$ cat config.mk
export PLATFORM = sky130hd
export DESIGN_NAME = motor_feedback_readback_regs
export DESIGN_NICKNAME = d
export VERILOG_FILES = /design/src/rtl/feedback_pkg.sv /design/src/rtl/feedback_hold.sv /design/src/rtl/feedback_decode.sv /design/src/rtl/motor_feedback_readback_regs.sv
export SDC_FILE = /design/constraint.sdc
export NUM_CORES = 1
export LEC_CHECK = 0
export BUFFER_PORTS_ARGS = -buffer_cell sky130_fd_sc_hd__clkbuf_2
export CORE_MARGIN = 2
export CORE_UTILIZATION = 35
export DETAILED_ROUTE_END_ITERATION = 12
export GPL_TIMING_DRIVEN = 1
export HOLD_SLACK_MARGIN = 0.06
export PLACE_DENSITY_LB_ADDON = 0.05
export SYNTH_ARGS = -nofsm -noshare
export SYNTH_HDL_FRONTEND = slang
export SYNTH_HIERARCHICAL = 1
export SYNTH_SLANG_ARGS = --single-unit
export TNS_END_PERCENT = 100
$ cat constraint.sdc
create_clock -name clk -period 1.25 [get_ports clk]
set_input_delay 0.0625 -clock clk [delete_from_list [all_inputs] [get_ports clk]]
set_output_delay 0.0625 -clock clk [all_outputs]
set_load 0.05 [all_outputs]
$ cat src/rtl/feedback_pkg.sv
// Package with offsets, widths, reset values and carrier types of the block.
package feedback_pkg;
    localparam int ADDR_W = 12;
    localparam int DATA_W = 32;
    localparam int HALF_W = 16;
    localparam int NUM_REGS = 6;

    // Register offsets on the serial register interface.
    localparam logic [11:0] OFF_SENSE_GAIN = 12'h468;
    localparam logic [11:0] OFF_VOLT_RANGE = 12'h472;
    localparam logic [11:0] OFF_SUPPLY = 12'h474;
    localparam logic [11:0] OFF_PHASE_A = 12'h47a;
    localparam logic [11:0] OFF_PHASE_B = 12'h47c;
    localparam logic [11:0] OFF_PHASE_C = 12'h47e;

    // Reset values.
    localparam logic [15:0] RST_HALF = 16'h0000;
    localparam logic [31:0] RST_WORD = 32'h00000000;

    // Sense-gain codes: multiple of the maximum amplifier gain.
    localparam logic [15:0] GAIN_X8 = 16'h0000;
    localparam logic [15:0] GAIN_X4 = 16'h0001;
    localparam logic [15:0] GAIN_X2 = 16'h0002;
    localparam logic [15:0] GAIN_X1 = 16'h0003;

    // Voltage-range codes: full scale of the voltage measurement.
    localparam logic [15:0] RANGE_60V = 16'h0000;
    localparam logic [15:0] RANGE_30V = 16'h0001;
    localparam logic [15:0] RANGE_15V = 16'h0002;

    // Fixed-point scaling: supply volts = value * 60 / 2^27; phase volts
    // additionally divide by root three.
    localparam int SCALE_VOLTS = 60;
    localparam int SCALE_SHIFT = 27;

    // Values produced by the control algorithm, with their update strobes.
    typedef struct packed {
        logic [15:0] sense_gain;
        logic [15:0] volt_range;
        logic [31:0] supply;
        logic [31:0] phase_a;
        logic [31:0] phase_b;
        logic [31:0] phase_c;
    } feedback_t;

    typedef struct packed {
        logic sense_gain;
        logic volt_range;
        logic supply;
        logic phase;
    } feedback_stb_t;

    // Register read or write request from the serial interface logic.
    typedef struct packed {
        logic rd;
        logic wr;
        logic [11:0] addr;
        logic [31:0] wdata;
    } reg_req_t;
endpackage

$ cat src/rtl/feedback_hold.sv
`timescale 1ns/1ps
// Holding register for one feedback value, loaded only by the core.
module feedback_hold #(
    parameter int W = 32
) (
    input wire logic clk,
    input wire logic reset,
    input wire logic load,
    input wire logic [W-1:0] value,
    output logic [W-1:0] held
);
    logic [W-1:0] held_q;
    logic [W-1:0] held_d;

    // Only the core strobe loads; no bus path exists into this register.
    always_comb begin
        held_d = load ? value : held_q;
    end

    always_ff @(posedge clk or posedge reset) begin
        if (reset) begin
            held_q <= '0;
        end else begin
            held_q <= held_d;
        end
    end

    assign held = held_q;
endmodule

$ cat src/rtl/feedback_decode.sv
`timescale 1ns/1ps
// Address decoder mapping a register offset to a one-hot select.
module feedback_decode (
    input wire logic [11:0] addr,
    output logic [5:0] sel,
    output logic hit
);
    // Each mapped offset selects exactly one register; others miss.
    always_comb begin
        sel = 6'h00;
        case (addr)
            feedback_pkg::OFF_SENSE_GAIN: sel = 6'h01;
            feedback_pkg::OFF_VOLT_RANGE: sel = 6'h02;
            feedback_pkg::OFF_SUPPLY: sel = 6'h04;
            feedback_pkg::OFF_PHASE_A: sel = 6'h08;
            feedback_pkg::OFF_PHASE_B: sel = 6'h10;
            feedback_pkg::OFF_PHASE_C: sel = 6'h20;
            default: sel = 6'h00;
        endcase
        hit = |sel;
    end
endmodule

$ cat src/rtl/motor_feedback_readback_regs.sv
`timescale 1ns/1ps
// Read-only feedback register bank of the motor controller.
//
// Overview of operation
// Sense gain readback: 16-bit, read-only, resets zero.
// Gain codes 0..3 mean 8x,4x,2x,1x maximum.
// Range readback 16-bit: codes 60V, 30V, 15V.
// Supply voltage 32-bit, volts = value*60/2^27.
// Phase A sample, 32-bit, scaled 60/(root3*2^27).
// Phase B sample, same scaling as phase A.
// Phase C sample, same scaling as phase A.
// Reads harmless; host writes ignored, values unchanged.
module motor_feedback_readback_regs (
    input wire logic clk,
    input wire logic reset,
    input wire feedback_pkg::feedback_t core_value,
    input wire feedback_pkg::feedback_stb_t core_load,
    input wire feedback_pkg::reg_req_t req,
    output logic [31:0] rdata,
    output logic rvalid,
    output logic rerr
);
    logic [15:0] sense_gain;
    logic [15:0] volt_range;
    logic [31:0] supply;
    logic [31:0] phase_a;
    logic [31:0] phase_b;
    logic [31:0] phase_c;
    logic [5:0] sel;
    logic hit;
    logic [31:0] rdata_q;
    logic [31:0] rdata_d;
    logic rvalid_q;
    logic rvalid_d;
    logic rerr_q;
    logic rerr_d;
    logic [15:0] gain_code;
    logic [15:0] range_code;

    // Codes outside the documented sets are held back so software never
    // sees an encoding it cannot interpret; the last legal code stays.
    always_comb begin
        case (core_value.sense_gain)
            feedback_pkg::GAIN_X8,
            feedback_pkg::GAIN_X4,
            feedback_pkg::GAIN_X2,
            feedback_pkg::GAIN_X1: gain_code = core_value.sense_gain;
            default: gain_code = sense_gain;
        endcase
        case (core_value.volt_range)
            feedback_pkg::RANGE_60V,
            feedback_pkg::RANGE_30V,
            feedback_pkg::RANGE_15V: range_code = core_value.volt_range;
            default: range_code = volt_range;
        endcase
    end

    // Holding registers; only the core strobes load them.
    feedback_hold #(.W(16)) u_gain (
        .clk(clk),
        .reset(reset),
        .load(core_load.sense_gain),
        .value(gain_code),
        .held(sense_gain)
    );

    feedback_hold #(.W(16)) u_range (
        .clk(clk),
        .reset(reset),
        .load(core_load.volt_range),
        .value(range_code),
        .held(volt_range)
    );

    feedback_hold #(.W(32)) u_supply (
        .clk(clk),
        .reset(reset),
        .load(core_load.supply),
        .value(core_value.supply),
        .held(supply)
    );

    // The three phase samples load together so they stay coherent.
    feedback_hold #(.W(32)) u_pha (
        .clk(clk),
        .reset(reset),
        .load(core_load.phase),
        .value(core_value.phase_a),
        .held(phase_a)
    );

    feedback_hold #(.W(32)) u_phb (
        .clk(clk),
        .reset(reset),
        .load(core_load.phase),
        .value(core_value.phase_b),
        .held(phase_b)
    );

    feedback_hold #(.W(32)) u_phc (
        .clk(clk),
        .reset(reset),
        .load(core_load.phase),
        .value(core_value.phase_c),
        .held(phase_c)
    );

    feedback_decode u_dec (
        .addr(req.addr),
        .sel(sel),
        .hit(hit)
    );

    // Read mux; 16-bit registers read zero in the upper half. Writes get
    // an acknowledge but never reach the holding registers.
    always_comb begin
        rdata_d = rdata_q;
        rvalid_d = 1'b0;
        rerr_d = 1'b0;
        if (req.rd) begin
            rvalid_d = 1'b1;
            rerr_d = ~hit;
            rdata_d = 32'h00000000;
            case (1'b1)
                sel[0]: rdata_d = {16'h0000, sense_gain};
                sel[1]: rdata_d = {16'h0000, volt_range};
                sel[2]: rdata_d = supply;
                sel[3]: rdata_d = phase_a;
                sel[4]: rdata_d = phase_b;
                sel[5]: rdata_d = phase_c;
                default: rdata_d = 32'h00000000;
            endcase
        end else if (req.wr) begin
            rvalid_d = 1'b1;
            rerr_d = ~hit;
        end
    end

    always_ff @(posedge clk or posedge reset) begin
        if (reset) begin
            rdata_q <= 32'h00000000;
            rvalid_q <= 1'b0;
            rerr_q <= 1'b0;
        end else begin
            rdata_q <= rdata_d;
            rvalid_q <= rvalid_d;
            rerr_q <= rerr_d;
        end
    end

    assign rdata = rdata_q;
    assign rvalid = rvalid_q;
    assign rerr = rerr_q;
endmodule

==> results.ini <==
[outcome]
outcome=finished with violations
violations=negative setup slack

[sta]
fmax_mhz=642
min_period_ps=1560
finalSetupViolCount=32
fin_ws_ps=-308
hold_viol_final=0
relSlewSlack_pct=64.2
rsz0062_at_grt=true
tns_ps=-7720
worstMarginPinSlew_ps=537
period_share_pct=125
slew_viol_final=0
worst_clock_skew_ps=14.4

[yosys]
syn_area_per_cell_um2=14.0
synthCells=686
syn_nets=898
seq_area_frac_synth_pct=50.4
dominantRegCellSynth=dfrtp_1
ys_async_sr_fraction_pct=100
synth_seq_cells=194
synth_most_common_cell=dfrtp_1
synth_common_cells=194 x dfrtp_1, 140 x mux2_4, 32 x a21oi_1
synth_top_area_cell=dfrtp_1
post_synth_num_cell_types=37
synth_edf_count=0
syn_area_um2=9640
synth_area_leaders=dfrtp_1 50%, mux2_4 22%, a221o_1 3.2%
yosys_warnings=6
yosysTopAreaCellShare_pct=50.4

[placement]
place.gp.congestion=0.858
dpl.hpwl_um=20700
port_buffers=213
dp_cells=1272

[floorplanning]
die_h_um=170
num_rows=60
io_pins=246
coreArea_um2=27000
die_area_um2=28900
start_util_pct=35.7
die_width_um=170

[final_layout]
antenna_cells=0
fillerInstances=2358
drive_gt1_share_pct=52.9
area_growth_pct=47.0
finalNonFillerCells=1458
layout.nets=1317

[route]
wl_met3_um=1510
top_layer_used=met4
final_antenna_net_count=0
drc=0
vias_per_cell=4.95
drtIter0Drc=316
met2_length_um=13400
drtPass1Iterations=5
wl_per_cell_um=20.9
wl_um=30500
dr_total_vias=7211
wl_met1_um=15400

[cts]
cts_tree=yes
cts_root_buf=clkbuf_16
clock-sinks=194
cts_max_level=4
clk_pin_slew_ps=70
clockBufferDepth=2
clk_latency_ps=430
numCtsBuffers=17

[setup_path]
regToRegStartpoint=u_phb/held[1]
r2r-end=rdata[1]
rrSetupSlack_ps=-110
reg2reg_depth=3
worstPathArrival_ps=1870
startpoint_type=input pin
critPathRequiredTime_ps=1560
critPathKind=input pin to flop
worst-path-max-fanout=20
endpoint_kind=flop

[hold_path]
hold_end=u_range/held[1]
holdPathStages=4
hold_path_class=input pin to flop
hp-start=core_value[129]

[grt]
antenna_found_initial=0
grt_pass1_wl_um=44900
grt_max_degree=35
grt_pass1_vias=7403
grtUsageTotal_pct=20.7
grt_overflow_total=0

[power]
ir_drop_mv=0.566
power_density_nw_per_um2=1040
p_leak_uw=0.00690

[flow_run]
max_cap_violations=0

==> critical path, stage by stage <==
cell and delay (ps):
buf_6 100, nor4b_4 300, nand2_4 140, nor3_4 210
nor2b_4 70, buf_12 160, a221o_1 360, a221oi_4 330
o21ai_1 110
==> report_power, final <==
| group | total, uW | leakage, uW | internal (uW) | switching, uW |
|---|---|---|---|---|
| Sequential | 7120 | 0.00241 | 6700 | 419 |
| Combinational | 2120 | 0.00420 | 1330 | 788 |
| Clock | 5530 | 0.000291 | 3070 | 2460 |
==> metal layers <==
metal | GRT usage (%) | up-vias
met3 | 3.79 | 18
li1 | - | 3376
met2 | 30.0 | 223
met1 | 32.2 | 3594
met4 | 3.90 | 0
met5 | 0 | -
==> stage by stage <==
stage	total power (uW)	area (um2)	hold slack, ps	utilization, %	worst slack [ps]
after floorplan	8140	9680	-23.8	-	-455
after global placement	8930	11500	191	42.4	-980
after detailed placement	8950	11500	197	42.4	-969
after CTS	14900	13800	63.8	51.2	-236
after global routing	15400	14200	82.9	52.4	-394
final	14800	14200	81.6	52.4	-308
==> flip-flops by register name, indices dropped and copies added, names as in the netlist, 16 cells and up <==
register       flops
rdata             32
u_pha/held        32
u_range/held      16
u_gain/held       16
u_phb/held        32
u_supply/held     32
u_phc/held        32
==> area by class of cell <==
type | count | area [um2] | area share, %
tap | 341 | 427 | 3.01
multi-input combinational | 413 | 4610 | 32.5
timing repair buffer | 452 | 3590 | 25.4
clock buffer | 20 | 457 | 3.22
clock inverter | 11 | 128 | 0.901
inverter | 27 | 104 | 0.733
sequential | 194 | 4850 | 34.3
==> cells in the final DEF, fill, tap and decap left out, types with 4 or more instances in the layout <==
cell type	netlist	layout
clkbuf_2	0	206
dfrtp_1	194	194
mux2_4	140	140
dlygate4sd3_1	0	134
buf_4	0	67
a221o_1	31	31
and2_1	28	28
inv_1	26	26
o21ai_1	17	25
a221oi_2	18	22
clkbuf_16	0	21
a21oi_1	32	20
mux2_2	20	20
buf_12	14	16
buf_6	13	15
and3_1	13	13
nor2b_1	16	11
nor3_2	0	9
o21ai_0	19	8
nand2_1	9	7
a221oi_4	0	6
a21oi_2	0	6
a21oi_4	0	6
nor3_4	0	5
nor2b_4	2	4
nor3_1	18	4
nor2_1	4	4
o211ai_1	4	4
nor4_2	0	4
mux2_1	4	4
inv_6	0	4
==> how the worst max path moves through the flow <==
stage	from	end	slack (ps)	depth (start not counted)
global placement	req[39]	rdata[29]	-980	10
global route	req[40]	rdata[1]	-390	9
floorplan	req[39]	rdata[16]	-460	9
detailed placement	req[39]	rdata[29]	-970	10
CTS	req[40]	rdata[29]	-240	9
finish	req[40]	rdata[1]	-310	9
==> what timing repair did <==
action                                  in CTS  in global routing
pin swaps                                   24                 33
hold buffers                               134                  0
buffers inserted                             7                  4
gates cloned                                 5                  6
endpoints found under the hold margin      317                  0
endpoints found under the setup margin      33                 36
resized for setup                           63                 48
==> logic make-up (layout without fill, tap and decap cells) <==
| logic type | count (synthesis) | after routing | synth area share [%] |
|---|---|---|---|
| muxes | 164 | 164 | 24.6 |
| and+or+nand+nor | 111 | 113 | 7.14 |
| buffers and inverters | 81 | 510 | 6.71 |
| AOI/OAI and AO/OA | 136 | 136 | 11.2 |
| DFF | 194 | 194 | 50.4 |
Power figures use the tool's default switching activity.
